`src/pser_map.svh`:
```
// register offsets, field positions and reset values of the event bank
// assumes inclusion by the bank module only
`ifndef PSER_MAP_SVH
`define PSER_MAP_SVH

// ****************************************
// register offsets
// ****************************************
`define PSER_OFS_IRQ_SUMMARY   8'h00
`define PSER_OFS_IRQ_MASK      8'h01
`define PSER_OFS_PWR_EV        8'h02
`define PSER_OFS_PWR_EV_RDCLR  8'h03
`define PSER_OFS_DET_EV        8'h04
`define PSER_OFS_DET_EV_RDCLR  8'h05
`define PSER_OFS_FLT_EV        8'h06
`define PSER_OFS_FLT_EV_RDCLR  8'h07
`define PSER_OFS_STRT_EV       8'h08
`define PSER_OFS_STRT_EV_RDCLR 8'h09
`define PSER_OFS_SUP_EV        8'h0A
`define PSER_OFS_SUP_EV_RDCLR  8'h0B
`define PSER_OFS_PORT_STATE    8'h0C
`define PSER_OFS_CONFIG        8'h17
`define PSER_OFS_GLOBAL_CTRL   8'h1A

// ****************************************
// field positions
// ****************************************
`define PSER_CFG_IRQ_EN_BIT    7
`define PSER_CFG_CAT_LIM_BIT   2
`define PSER_GLB_CLEAR_BIT     7
`define PSER_SUM_SUPPLY_BIT    7
`define PSER_SUM_STARTUP_BIT   6
`define PSER_SUM_OVERCUR_BIT   5
`define PSER_SUM_CATDONE_BIT   4
`define PSER_SUM_DISCDONE_BIT  3
`define PSER_SUM_REMOVED_BIT   2
`define PSER_SUM_PWRGOOD_BIT   1
`define PSER_SUM_PEN_BIT       0

// ****************************************
// reset values
// ****************************************
`define PSER_EVENT_RESET       8'h00
`define PSER_MASK_RESET        8'h00
`define PSER_CONFIG_RESET      8'h00
`define PSER_UNMAPPED_READ     8'h00

`endif

```
`src/pser_pkg.sv`:
```
// types shared by the event and status register bank
// assumes nothing beyond a SystemVerilog compiler
package pser_pkg;

	// ****************************************
	// event register groups
	// ****************************************
	typedef enum logic [2:0] {
		PSER_GRP_PWR  = 3'b000,
		PSER_GRP_DET  = 3'b001,
		PSER_GRP_FLT  = 3'b010,
		PSER_GRP_STRT = 3'b011,
		PSER_GRP_SUP  = 3'b100,
		PSER_GRP_NONE = 3'b111
	} pser_group_type;

	typedef logic [3:0] pser_port_vec_type;
	typedef logic [7:0] pser_byte_type;

endpackage

```
`src/pser_event_bank.sv`:
```
// event, status and summary registers of a quad-port power controller
// assumes a serial slave front end presenting byte reads and writes
`include "pser_map.svh"

module pser_event_bank (
	input  wire logic                       clk_i,
	input  wire logic                       rst_n_i,
	// byte access from the serial slave
	input  wire logic [7:0]                 reg_addr_i,
	input  wire logic                       reg_rd_i,
	input  wire logic                       reg_wr_i,
	input  wire logic [7:0]                 reg_wdata_i,
	output logic [7:0]                      reg_rdata_o,
	output logic                            reg_rvalid_o,
	// per-port status from the power state machines
	input  wire pser_pkg::pser_port_vec_type port_power_good_i,
	input  wire pser_pkg::pser_port_vec_type port_power_enabled_i,
	input  wire pser_pkg::pser_port_vec_type categorization_done_i,
	input  wire pser_pkg::pser_port_vec_type discovery_done_i,
	input  wire pser_pkg::pser_port_vec_type load_removed_i,
	input  wire pser_pkg::pser_port_vec_type overcurrent_shutdown_i,
	input  wire pser_pkg::pser_port_vec_type startup_period_end_i,
	input  wire pser_pkg::pser_port_vec_type port_in_current_limit_i,
	input  wire pser_pkg::pser_port_vec_type port_over_category_limit_i,
	input  wire logic [2:0]                 port_category_i,
	input  wire logic [2:0]                 port_discovery_state_i,
	// analog monitor comparators
	input  wire logic                       overtemperature_i,
	input  wire logic                       pos_supply_over_i,
	input  wire logic                       pos_supply_under_i,
	input  wire logic                       pos_supply_lockout_i,
	input  wire logic                       neg_supply_over_i,
	input  wire logic                       neg_supply_under_i,
	input  wire logic                       neg_supply_lockout_i,
	input  wire logic                       oscillator_low_i,
	// outputs to ports and host
	output pser_pkg::pser_port_vec_type      startup_shutdown_o,
	output pser_pkg::pser_port_vec_type      category_limit_active_o,
	output logic                            irq_n_o
);
	import pser_pkg::*;

	// ****************************************
	// state
	// ****************************************
	pser_byte_type     pwr_ev_r;
	pser_byte_type     det_ev_r;
	pser_byte_type     flt_ev_r;
	pser_byte_type     strt_ev_r;
	pser_byte_type     sup_ev_r;
	pser_byte_type     mask_r;
	pser_byte_type     config_r;
	pser_port_vec_type power_good_prev_r;
	pser_port_vec_type pen_prev_r;
	pser_byte_type     summary_nxt;
	pser_byte_type     pwr_set;
	pser_byte_type     det_set;
	pser_byte_type     flt_set;
	pser_byte_type     strt_set;
	pser_byte_type     sup_set;
	pser_port_vec_type start_fail;
	pser_group_type    rdclr_grp;
	logic              global_clear;

	// map a clear-on-read address to its group
	function automatic pser_group_type rdclr_group(input logic [7:0] a);
		case (a)
			`PSER_OFS_PWR_EV_RDCLR:  rdclr_group = PSER_GRP_PWR;
			`PSER_OFS_DET_EV_RDCLR:  rdclr_group = PSER_GRP_DET;
			`PSER_OFS_FLT_EV_RDCLR:  rdclr_group = PSER_GRP_FLT;
			`PSER_OFS_STRT_EV_RDCLR: rdclr_group = PSER_GRP_STRT;
			`PSER_OFS_SUP_EV_RDCLR:  rdclr_group = PSER_GRP_SUP;
			default:                 rdclr_group = PSER_GRP_NONE;
		endcase
	endfunction

	// next event register value: set wins over clear
	function automatic pser_byte_type ev_next(input pser_byte_type cur, input pser_byte_type set,
	                                          input logic clr);
		ev_next = (clr ? 8'h00 : cur) | set;
	endfunction

	// ****************************************
	// event sources
	// ****************************************
	// failed startup: still limiting or no power-good at period end
	assign start_fail = startup_period_end_i &
	                    (port_in_current_limit_i | ~port_power_good_i);

	// set vectors per register
	always_comb begin
		pwr_set  = {power_good_prev_r ^ port_power_good_i,
		            pen_prev_r ^ port_power_enabled_i};
		det_set  = {categorization_done_i, discovery_done_i};
		flt_set  = {load_removed_i, overcurrent_shutdown_i};
		strt_set = {port_over_category_limit_i, start_fail};
		sup_set  = {overtemperature_i, pos_supply_over_i, pos_supply_under_i,
		            neg_supply_lockout_i, neg_supply_over_i, neg_supply_under_i,
		            oscillator_low_i, pos_supply_lockout_i};
	end

	// previous levels for edge detection
	always_ff @(posedge clk_i) begin
		if (!rst_n_i) begin
			power_good_prev_r <= 4'h0;
			pen_prev_r        <= 4'h0;
		end else begin
			power_good_prev_r <= port_power_good_i;
			pen_prev_r        <= port_power_enabled_i;
		end
	end

	// ****************************************
	// clear sources
	// ****************************************
	assign rdclr_grp    = reg_rd_i ? rdclr_group(reg_addr_i) : PSER_GRP_NONE;
	assign global_clear = reg_wr_i && (reg_addr_i == `PSER_OFS_GLOBAL_CTRL) &&
	                      reg_wdata_i[`PSER_GLB_CLEAR_BIT];

	// event registers; read data is captured in the same edge, so the
	// byte returned is the value before the clear
	always_ff @(posedge clk_i) begin
		if (!rst_n_i) begin
			pwr_ev_r  <= `PSER_EVENT_RESET;
			det_ev_r  <= `PSER_EVENT_RESET;
			flt_ev_r  <= `PSER_EVENT_RESET;
			strt_ev_r <= `PSER_EVENT_RESET;
			sup_ev_r  <= `PSER_EVENT_RESET;
		end else begin
			pwr_ev_r  <= ev_next(pwr_ev_r, pwr_set, global_clear || rdclr_grp == PSER_GRP_PWR);
			det_ev_r  <= ev_next(det_ev_r, det_set, global_clear || rdclr_grp == PSER_GRP_DET);
			flt_ev_r  <= ev_next(flt_ev_r, flt_set, global_clear || rdclr_grp == PSER_GRP_FLT);
			strt_ev_r <= ev_next(strt_ev_r, strt_set, global_clear || rdclr_grp == PSER_GRP_STRT);
			sup_ev_r  <= ev_next(sup_ev_r, sup_set, global_clear || rdclr_grp == PSER_GRP_SUP);
		end
	end

	// ****************************************
	// control registers
	// ****************************************
	always_ff @(posedge clk_i) begin
		if (!rst_n_i) begin
			mask_r   <= `PSER_MASK_RESET;
			config_r <= `PSER_CONFIG_RESET;
		end else if (reg_wr_i) begin
			if (reg_addr_i == `PSER_OFS_IRQ_MASK) begin
				mask_r <= reg_wdata_i;
			end
			if (reg_addr_i == `PSER_OFS_CONFIG) begin
				config_r <= reg_wdata_i;
			end
		end
	end

	// ****************************************
	// interrupt summary
	// ****************************************
	always_comb begin
		summary_nxt                         = 8'h00;
		summary_nxt[`PSER_SUM_SUPPLY_BIT]   = |sup_ev_r;
		summary_nxt[`PSER_SUM_STARTUP_BIT]  = |strt_ev_r;
		summary_nxt[`PSER_SUM_OVERCUR_BIT]  = |flt_ev_r[3:0];
		summary_nxt[`PSER_SUM_CATDONE_BIT]  = |det_ev_r[7:4];
		summary_nxt[`PSER_SUM_DISCDONE_BIT] = |det_ev_r[3:0];
		summary_nxt[`PSER_SUM_REMOVED_BIT]  = |flt_ev_r[7:4];
		summary_nxt[`PSER_SUM_PWRGOOD_BIT]  = |pwr_ev_r[7:4];
		summary_nxt[`PSER_SUM_PEN_BIT]      = |pwr_ev_r[3:0];
	end

	// low-active interrupt from masked summary
	always_ff @(posedge clk_i) begin
		if (!rst_n_i) begin
			irq_n_o <= 1'b1;
		end else begin
			irq_n_o <= ~(config_r[`PSER_CFG_IRQ_EN_BIT] && |(summary_nxt & mask_r));
		end
	end

	// ****************************************
	// port controls
	// ****************************************
	always_ff @(posedge clk_i) begin
		if (!rst_n_i) begin
			startup_shutdown_o      <= 4'h0;
			category_limit_active_o <= 4'h0;
		end else begin
			startup_shutdown_o      <= start_fail;
			category_limit_active_o <= {4{config_r[`PSER_CFG_CAT_LIM_BIT]}};
		end
	end

	// ****************************************
	// read path
	// ****************************************
	always_ff @(posedge clk_i) begin
		if (!rst_n_i) begin
			reg_rdata_o  <= 8'h00;
			reg_rvalid_o <= 1'b0;
		end else begin
			reg_rvalid_o <= reg_rd_i;
			if (reg_rd_i) begin
				case (reg_addr_i)
					`PSER_OFS_IRQ_SUMMARY:  reg_rdata_o <= summary_nxt;
					`PSER_OFS_IRQ_MASK:     reg_rdata_o <= mask_r;
					`PSER_OFS_PWR_EV,
					`PSER_OFS_PWR_EV_RDCLR: reg_rdata_o <= pwr_ev_r;
					`PSER_OFS_DET_EV,
					`PSER_OFS_DET_EV_RDCLR: reg_rdata_o <= det_ev_r;
					`PSER_OFS_FLT_EV,
					`PSER_OFS_FLT_EV_RDCLR: reg_rdata_o <= flt_ev_r;
					`PSER_OFS_STRT_EV,
					`PSER_OFS_STRT_EV_RDCLR: reg_rdata_o <= strt_ev_r;
					`PSER_OFS_SUP_EV,
					`PSER_OFS_SUP_EV_RDCLR: reg_rdata_o <= sup_ev_r;
					`PSER_OFS_PORT_STATE:   reg_rdata_o <= {1'b0, port_category_i,
					                                       1'b0, port_discovery_state_i};
					`PSER_OFS_CONFIG:       reg_rdata_o <= config_r;
					default:                reg_rdata_o <= `PSER_UNMAPPED_READ;
				endcase
			end
		end
	end

endmodule

```
`config.mk`:
```
export PLATFORM = sky130hd
export DESIGN_NAME = pser_event_bank
export DESIGN_NICKNAME = d
export VERILOG_FILES = /design/src/pser_pkg.sv /design/src/pser_event_bank.sv
export VERILOG_INCLUDE_DIRS = /design/src
export SDC_FILE = /design/constraint.sdc
export NUM_CORES = 1
export LEC_CHECK = 0
export BUFFER_PORTS_ARGS = -buffer_cell sky130_fd_sc_hd__buf_2
export CORE_UTILIZATION = 28
export CTS_CLUSTER_SIZE = 30
export DETAILED_ROUTE_END_ITERATION = 10
export REMOVE_ABC_BUFFERS = 1
export SLEW_MARGIN = 20
export SYNTH_ARGS = -nofsm -noshare
export SYNTH_HDL_FRONTEND = slang
export SYNTH_SLANG_ARGS = --single-unit
```
`constraint.sdc`:
```
create_clock -name clk_i -period 4 [get_ports clk_i]
set_input_delay 0.8 -clock clk_i [delete_from_list [all_inputs] [get_ports clk_i]]
set_output_delay 0.8 -clock clk_i [all_outputs]
set_load 0.01 [all_outputs]
```
# Yosys cells after proc, flatten, opt, wreduce, memory -nomap -nowiden
# Cells that the tools add are included.
# op_classes
n_eq_ne,18
bitwise_logic,12
n_mux,8
n_reduce_logical,26
# ops
cell,n
$pmux 8 s9,1
$eq 8x4->1 const B,5
$mux 8,5
$or 8x8->8,5
$eq 8x3->1 const B,4
$reduce_or 4->1,6
$reduce_or 8->1,3
$eq 8x2->1 const B,2
$eq 8x5->1 const B,2
$pmux 3 s5,1
$reduce_or 2->1,5
$and 8x8->8,1
$eq 8x1->1 const B,1
$logic_not 8->1,1
$xor 4x4->4,2
$eq 3x2->1 const B,2
$logic_or 1x1->1,5
$and 4x4->4,1
$not 4->4,1
$or 4x4->4,1
$reduce_and 2->1,2
$eq 3x1->1 const B,1
$eq 3x3->1 const B,1
$logic_and 1x1->1,3
3 further kinds,3
# totals
word_cells,78
reg_bits,79
out_inout_bits,18
input_bits,70

# Longest topological paths before layout
# logic_depth
word_depth,7
mapped_depth,7

# Least setup slack after synthesis
# OpenSTA, ideal clock, no wires.
# synth_path
kind,input-to-reg
start,input reg_addr_i[5]
end,register config_r[7]
path_slack_ns,1.587
setup_time_ns,0.116
n_path_buf,2
arrival_ns,2.297
stages,6
cell_sequence,or4b_1 > buf_4 > or4_4 > buf_6 > mux2i_1 > nor2b_1
# synth_between
elab_chain_cells,2
# synth_lines
item,line_no,source
"start, declared",pser_event_bank.sv:9,"input wire logic [7:0] reg_addr_i,"
$eq 8x5->1,-,
$reduce_and 2->1 (no source line),-,
"end signal, assigned",pser_event_bank.sv:144,config_r <= `PSER_CONFIG_RESET;
"end signal, assigned",pser_event_bank.sv:150,config_r <= reg_wdata_i;
"end, declared",pser_event_bank.sv:52,pser_byte_type config_r;
# No other way between the ends.
# A chain may end at the register's enable or synchronous reset.

# Final worst setup path
# layout_path
start,input reg_addr_i[0]
end,register pwr_ev_r[1]
# layout_between
elab_chain_cells,7
elab_cells_between_ends,14
cone_classes,6 x eq/ne; 3 x mux; 1 x bitwise; 4 x reduce/logical
# layout_lines
item,line_no,source
"$eq 8x4->1, or another cell as far along",pser_event_bank.sv:67,case (a)
$pmux 3 s5,pser_event_bank.sv:67,
$mux 3,pser_event_bank.sv:116,assign rdclr_grp = reg_rd_i ? rdclr_group(reg_addr_i) : PSER_GRP_NONE;
$logic_not 3->1,pser_event_bank.sv:130,"pwr_ev_r <= ev_next(pwr_ev_r, pwr_set, global_clear || rdclr_grp == PSER_GRP_PWR);"
$logic_or 1x1->1 (*),pser_event_bank.sv:130,
$mux 8 (*),pser_event_bank.sv:80,ev_next = (clr ? 8'h00 : cur) | set;
$or 8x8->8 (*),pser_event_bank.sv:80,
"end signal, assigned",pser_event_bank.sv:124,pwr_ev_r <= `PSER_EVENT_RESET;
"end signal, assigned",pser_event_bank.sv:130,
"end, declared",pser_event_bank.sv:46,pser_byte_type pwr_ev_r;
# Every way passes the cells marked *; elsewhere a longest branch is shown, timed or not.

==> summary.md <==
| Metric | Value |
|---|---|
| Result of the run | finished, final reports clean |
| Proportion of netlist area held by the largest area contributor | 0.440 |
| Area of the die | about 0.013 mm2 |
| Period minus WS final | between 2000 and 2500 ps |
| Residual DRC count | 0 |
| Max rail drop VDD | 0.184 mV |
| Via count of the first global-routing pass | around 3100 |
| Level count of the clock H-tree | 3 |
| Leading cell types by total area after synthesis | sky130_fd_sc_hd__dfxtp_1, sky130_fd_sc_hd__a22o_1, sky130_fd_sc_hd__mux2i_1, sky130_fd_sc_hd__nor2b_1, sky130_fd_sc_hd__nand2b_1 |
| Synthesized netlist cell count | between 300 and 400 |
| Max-cap viol count | 0 |
| Global-route wire length before repair | between 15000 and 20000 um |
| Clk_lat worst skew | 340 ps |
| Port Buffers | 87 |
| Worst Path Arrival | 2690 ps |
| Count of nets after finishing | approximately 520 |
| Fraction of power spent switching nets | 0.234 |
| Setup bufs post-CTS | 0 |
| Post-Place Worst Slack | 1230 ps |
| Final Hold Violating Endpoints | 0 |
| DRT Wirelength | 10900 um |
| Sequential cell area fraction in the yosys report | 0.440 |
| Count of pins on the block boundary | slightly below 90 |
| CTS Root Cell | sky130_fd_sc_hd__clkbuf_16 |
| Hold buffers post-CTS | 0 |
| Achievable clock frequency | roughly 0.4 GHz |
| TritonCTS clock tree | yes |
| RD Place Congestion | approximately 0.88 |
| Critical path class | input port to flip-flop |
| Adder and majority gate portion of the synthesized area | 0 |
| Period Utilization, post-route | 0.615 |
| Share of total power in sequential cells | 0.433 |
| Fill cells | about 1300 |
| Most frequent cells in the layout | sky130_fd_sc_hd__buf_2, sky130_fd_sc_hd__dfxtp_1, sky130_fd_sc_hd__a22o_1 |
| Mean instance size in the synthesized netlist | about 9.4 um2 |
| Proportion of synthesized flip-flops having asynchronous set or reset | 0 |
| Slack of the critical path | around 1500 ps |
| Worst Hold Class | flip-flop to flip-flop |
| Worst Clk Skew | ~6.7 ps |
| Layout overhead on the synthesized area | 25.0% |
| Cell row count | around 40 |
| # clock sinks | 79 |
| Transition time at the pin with the least slew margin | approximately 700 ps |
| Part of the total power dissipated in combinational logic | 0.101 |
| Post-Layout Cell Count | ~630 |
| Number of instances resized during post-cts repair | 0 |
| Setup Viol. Count Final | 0 |
| Clock buffer depth | 2 |
| Die Width | between 100 and 150 um |
| Overall track demand over capacity in global routing | 0.174 |
| Hold Slack | between 400 and 500 ps |
| Primary FF master, synth | sky130_fd_sc_hd__dfxtp_1 |
| Leading cell type in the layout, fill and taps excluded | sky130_fd_sc_hd__buf_2 |
| Post-synthesis register bit count | a little under 80 |
| Main combinational cell family by area after synthesis | compound AO/OA/AOI/OAI gates |
| Clk network pwr share | 0.466 |
| Ys Warns | 0 |
| Via density | slightly above 5 |
| Drt pass-1 iters | 4 |
| Critical Path Source Type | input port |
| ANT cells | 0 |
| Standby leakage power | between 1.5 and 2 nW |
| DR iter-0 viols | between 150 and 200 |
| Share of synthesized cell area in and, or, nand and nor gates | 0.199 |
| Pin count of the biggest net entering global routing | 34 |
| Critical Path Fanout Max | 25 |
| Core area | approximately 0.013 mm2 |
| Count of antenna-violating nets left after detailed routing | 0 |
| Setup_tns | 0 ps |
| Post-synth design cell area | between 0.003 and 0.004 mm2 |
| Average routed wire per standard cell | approximately 17 um |
| TritonCTS buffer count | 9 |
| Area fraction in compound gates after synthesis | 0.240 |
| Share of layout cells above drive strength 1 | 0.248 |
| Worst slew margin relative to its limit | 0.529 |
| Required @ worst endpoint | ~4200 ps |
| Util after Layout | 0.357 |
| Cell internal power dissipation | between 1.5 and 2 mW |
| DPL Wire Length | 8490 um |
| Placed Cells | approximately 620 |
| Antenna violations before repair | 0 |
| XOR/XNOR share of the synthesized area | 0.0195 |
| Vert. Die Dim | between 100 and 150 um |
| Remaining global-route overflow | 0 |
| Power density cells | between 400 and 500 mW/mm2 |
| Post-synthesis mux area share | 0.0502 |
| Largest area contributor in the synthesized netlist | sky130_fd_sc_hd__dfxtp_1 |
| Number of pins with negative max-slew slack in the final report | 0 |
| Synth cell types | just over 50 |
| Overall via count from detail_route | 3178 |
| Kind of end point of the critical path | flip-flop |
| Switching pwr | around 0.48 mW |
| Initial Utilization | 0.286 |
| Clock-pin slew on the worst setup and hold paths | 60 ps |
| EDFF count, synth | 0 |
| RSZ-0062 raised after global routing | no |
critical path, stage by stage:
cell and delay, ps:
sky130_fd_sc_hd__buf_2 360, sky130_fd_sc_hd__inv_1 280, sky130_fd_sc_hd__nor4_1 580, sky130_fd_sc_hd__a21oi_1 350, sky130_fd_sc_hd__a22o_1 310
path summary, 6_finish.rpt:
check | startpoint | endpoint | slack, ps | cells after the start
min reg2reg | config_r[5] | config_r[5] | 470 | 2
max | reg_addr_i[0] | pwr_ev_r[1] | 1540 | 5
min | config_r[5] | config_r[5] | 470 | 2
max reg2reg | det_ev_r[0] | irq_n_o | 2200 | 4
cells by family after synthesis:
kind of cell,after synthesis
AND/OR/NAND/NOR,126
AO/OA/AOI/OAI,108
flip-flops,79
buffers and inverters,41
multiplexers,18
XOR/XNOR,8
routing by layer:
metal | up-vias | track usage | wire, um
li1 | 1570 | - | -
met1 | 1495 | 0.228 | 5150
met2 | 101 | 0.280 | 5040
met3 | 12 | 0.0422 | 595
met4 | 0 | 0.0563 | 160
met5 | - | 0 | 0
per-stage QoR:
step                      power [mW]  instance area, um2
final                           2.03                4490
after global routing            2.11                4490
after global placement          1.10                4140
after CTS                       2.05                4490
after detailed placement        1.10                4140
after floorplan                0.986                3450
final cells by class:
class                      instances  area [um2]  share of cell area
clock buffer                      10         239              0.0532
clock inverter                     6         108              0.0240
inverter                          12        45.0              0.0100
multi-input combinational        260        1830               0.407
sequential                        79        1580               0.352
tap                              172         215              0.0479
timing repair buffer              92         473               0.105
registers in the layout, summed over array words and instances (netlist names):
name                     cells
config_r                     8
det_ev_r                     8
flt_ev_r                     8
mask_r                       8
pwr_ev_r                     8
reg_rdata_o                  8
strt_ev_r                    8
sup_ev_r                     8
pen_prev_r                   4
power_good_prev_r            4
startup_shutdown_o           4
category_limit_active_o      1
irq_n_o                      1
reg_rvalid_o                 1
Yosys cell counts, types with 2 or more instances:
library cell / n
sky130_fd_sc_hd__a21boi_0: 7
sky130_fd_sc_hd__o22ai_1: 2
sky130_fd_sc_hd__o21ai_0: 5
sky130_fd_sc_hd__buf_4: 4
sky130_fd_sc_hd__nor2b_1: 15
sky130_fd_sc_hd__and3_1: 2
sky130_fd_sc_hd__o41ai_1: 2
sky130_fd_sc_hd__nor4_1: 12
sky130_fd_sc_hd__a21o_1: 8
sky130_fd_sc_hd__mux2i_1: 18
sky130_fd_sc_hd__nor2_1: 12
sky130_fd_sc_hd__nor3_1: 7
sky130_fd_sc_hd__a22oi_1: 2
sky130_fd_sc_hd__o211ai_1: 5
sky130_fd_sc_hd__inv_1: 12
sky130_fd_sc_hd__a22o_1: 38
sky130_fd_sc_hd__nand2_1: 20
sky130_fd_sc_hd__a211oi_1: 6
sky130_fd_sc_hd__and2_1: 11
sky130_fd_sc_hd__buf_2: 4
sky130_fd_sc_hd__nand3_1: 15
sky130_fd_sc_hd__xor2_1: 8
sky130_fd_sc_hd__o2bb2ai_1: 2
sky130_fd_sc_hd__a41oi_1: 2
sky130_fd_sc_hd__a221oi_1: 4
sky130_fd_sc_hd__dfxtp_1: 79
sky130_fd_sc_hd__nand2b_1: 13
sky130_fd_sc_hd__buf_1: 3
sky130_fd_sc_hd__a311oi_1: 7
sky130_fd_sc_hd__a31oi_1: 2
sky130_fd_sc_hd__nand3b_1: 5
sky130_fd_sc_hd__a21oi_1: 8
sky130_fd_sc_hd__clkbuf_1: 17
sky130_fd_sc_hd__nand4b_1: 3
sky130_fd_sc_hd__or4_1: 4
power groups by stage:
| stage | Sequential [mW] | Combinational [mW] | Clock (mW) |
|---|---|---|---|
| after floorplan | 0.881 | 0.105 | 0 |
| after global placement | 0.895 | 0.202 | 0 |
| after detailed placement | 0.896 | 0.206 | 0 |
| after CTS | 0.879 | 0.207 | 0.964 |
| after global routing | 0.885 | 0.226 | 0.999 |
| final | 0.880 | 0.206 | 0.948 |
Power figures use the tool's default switching activity.
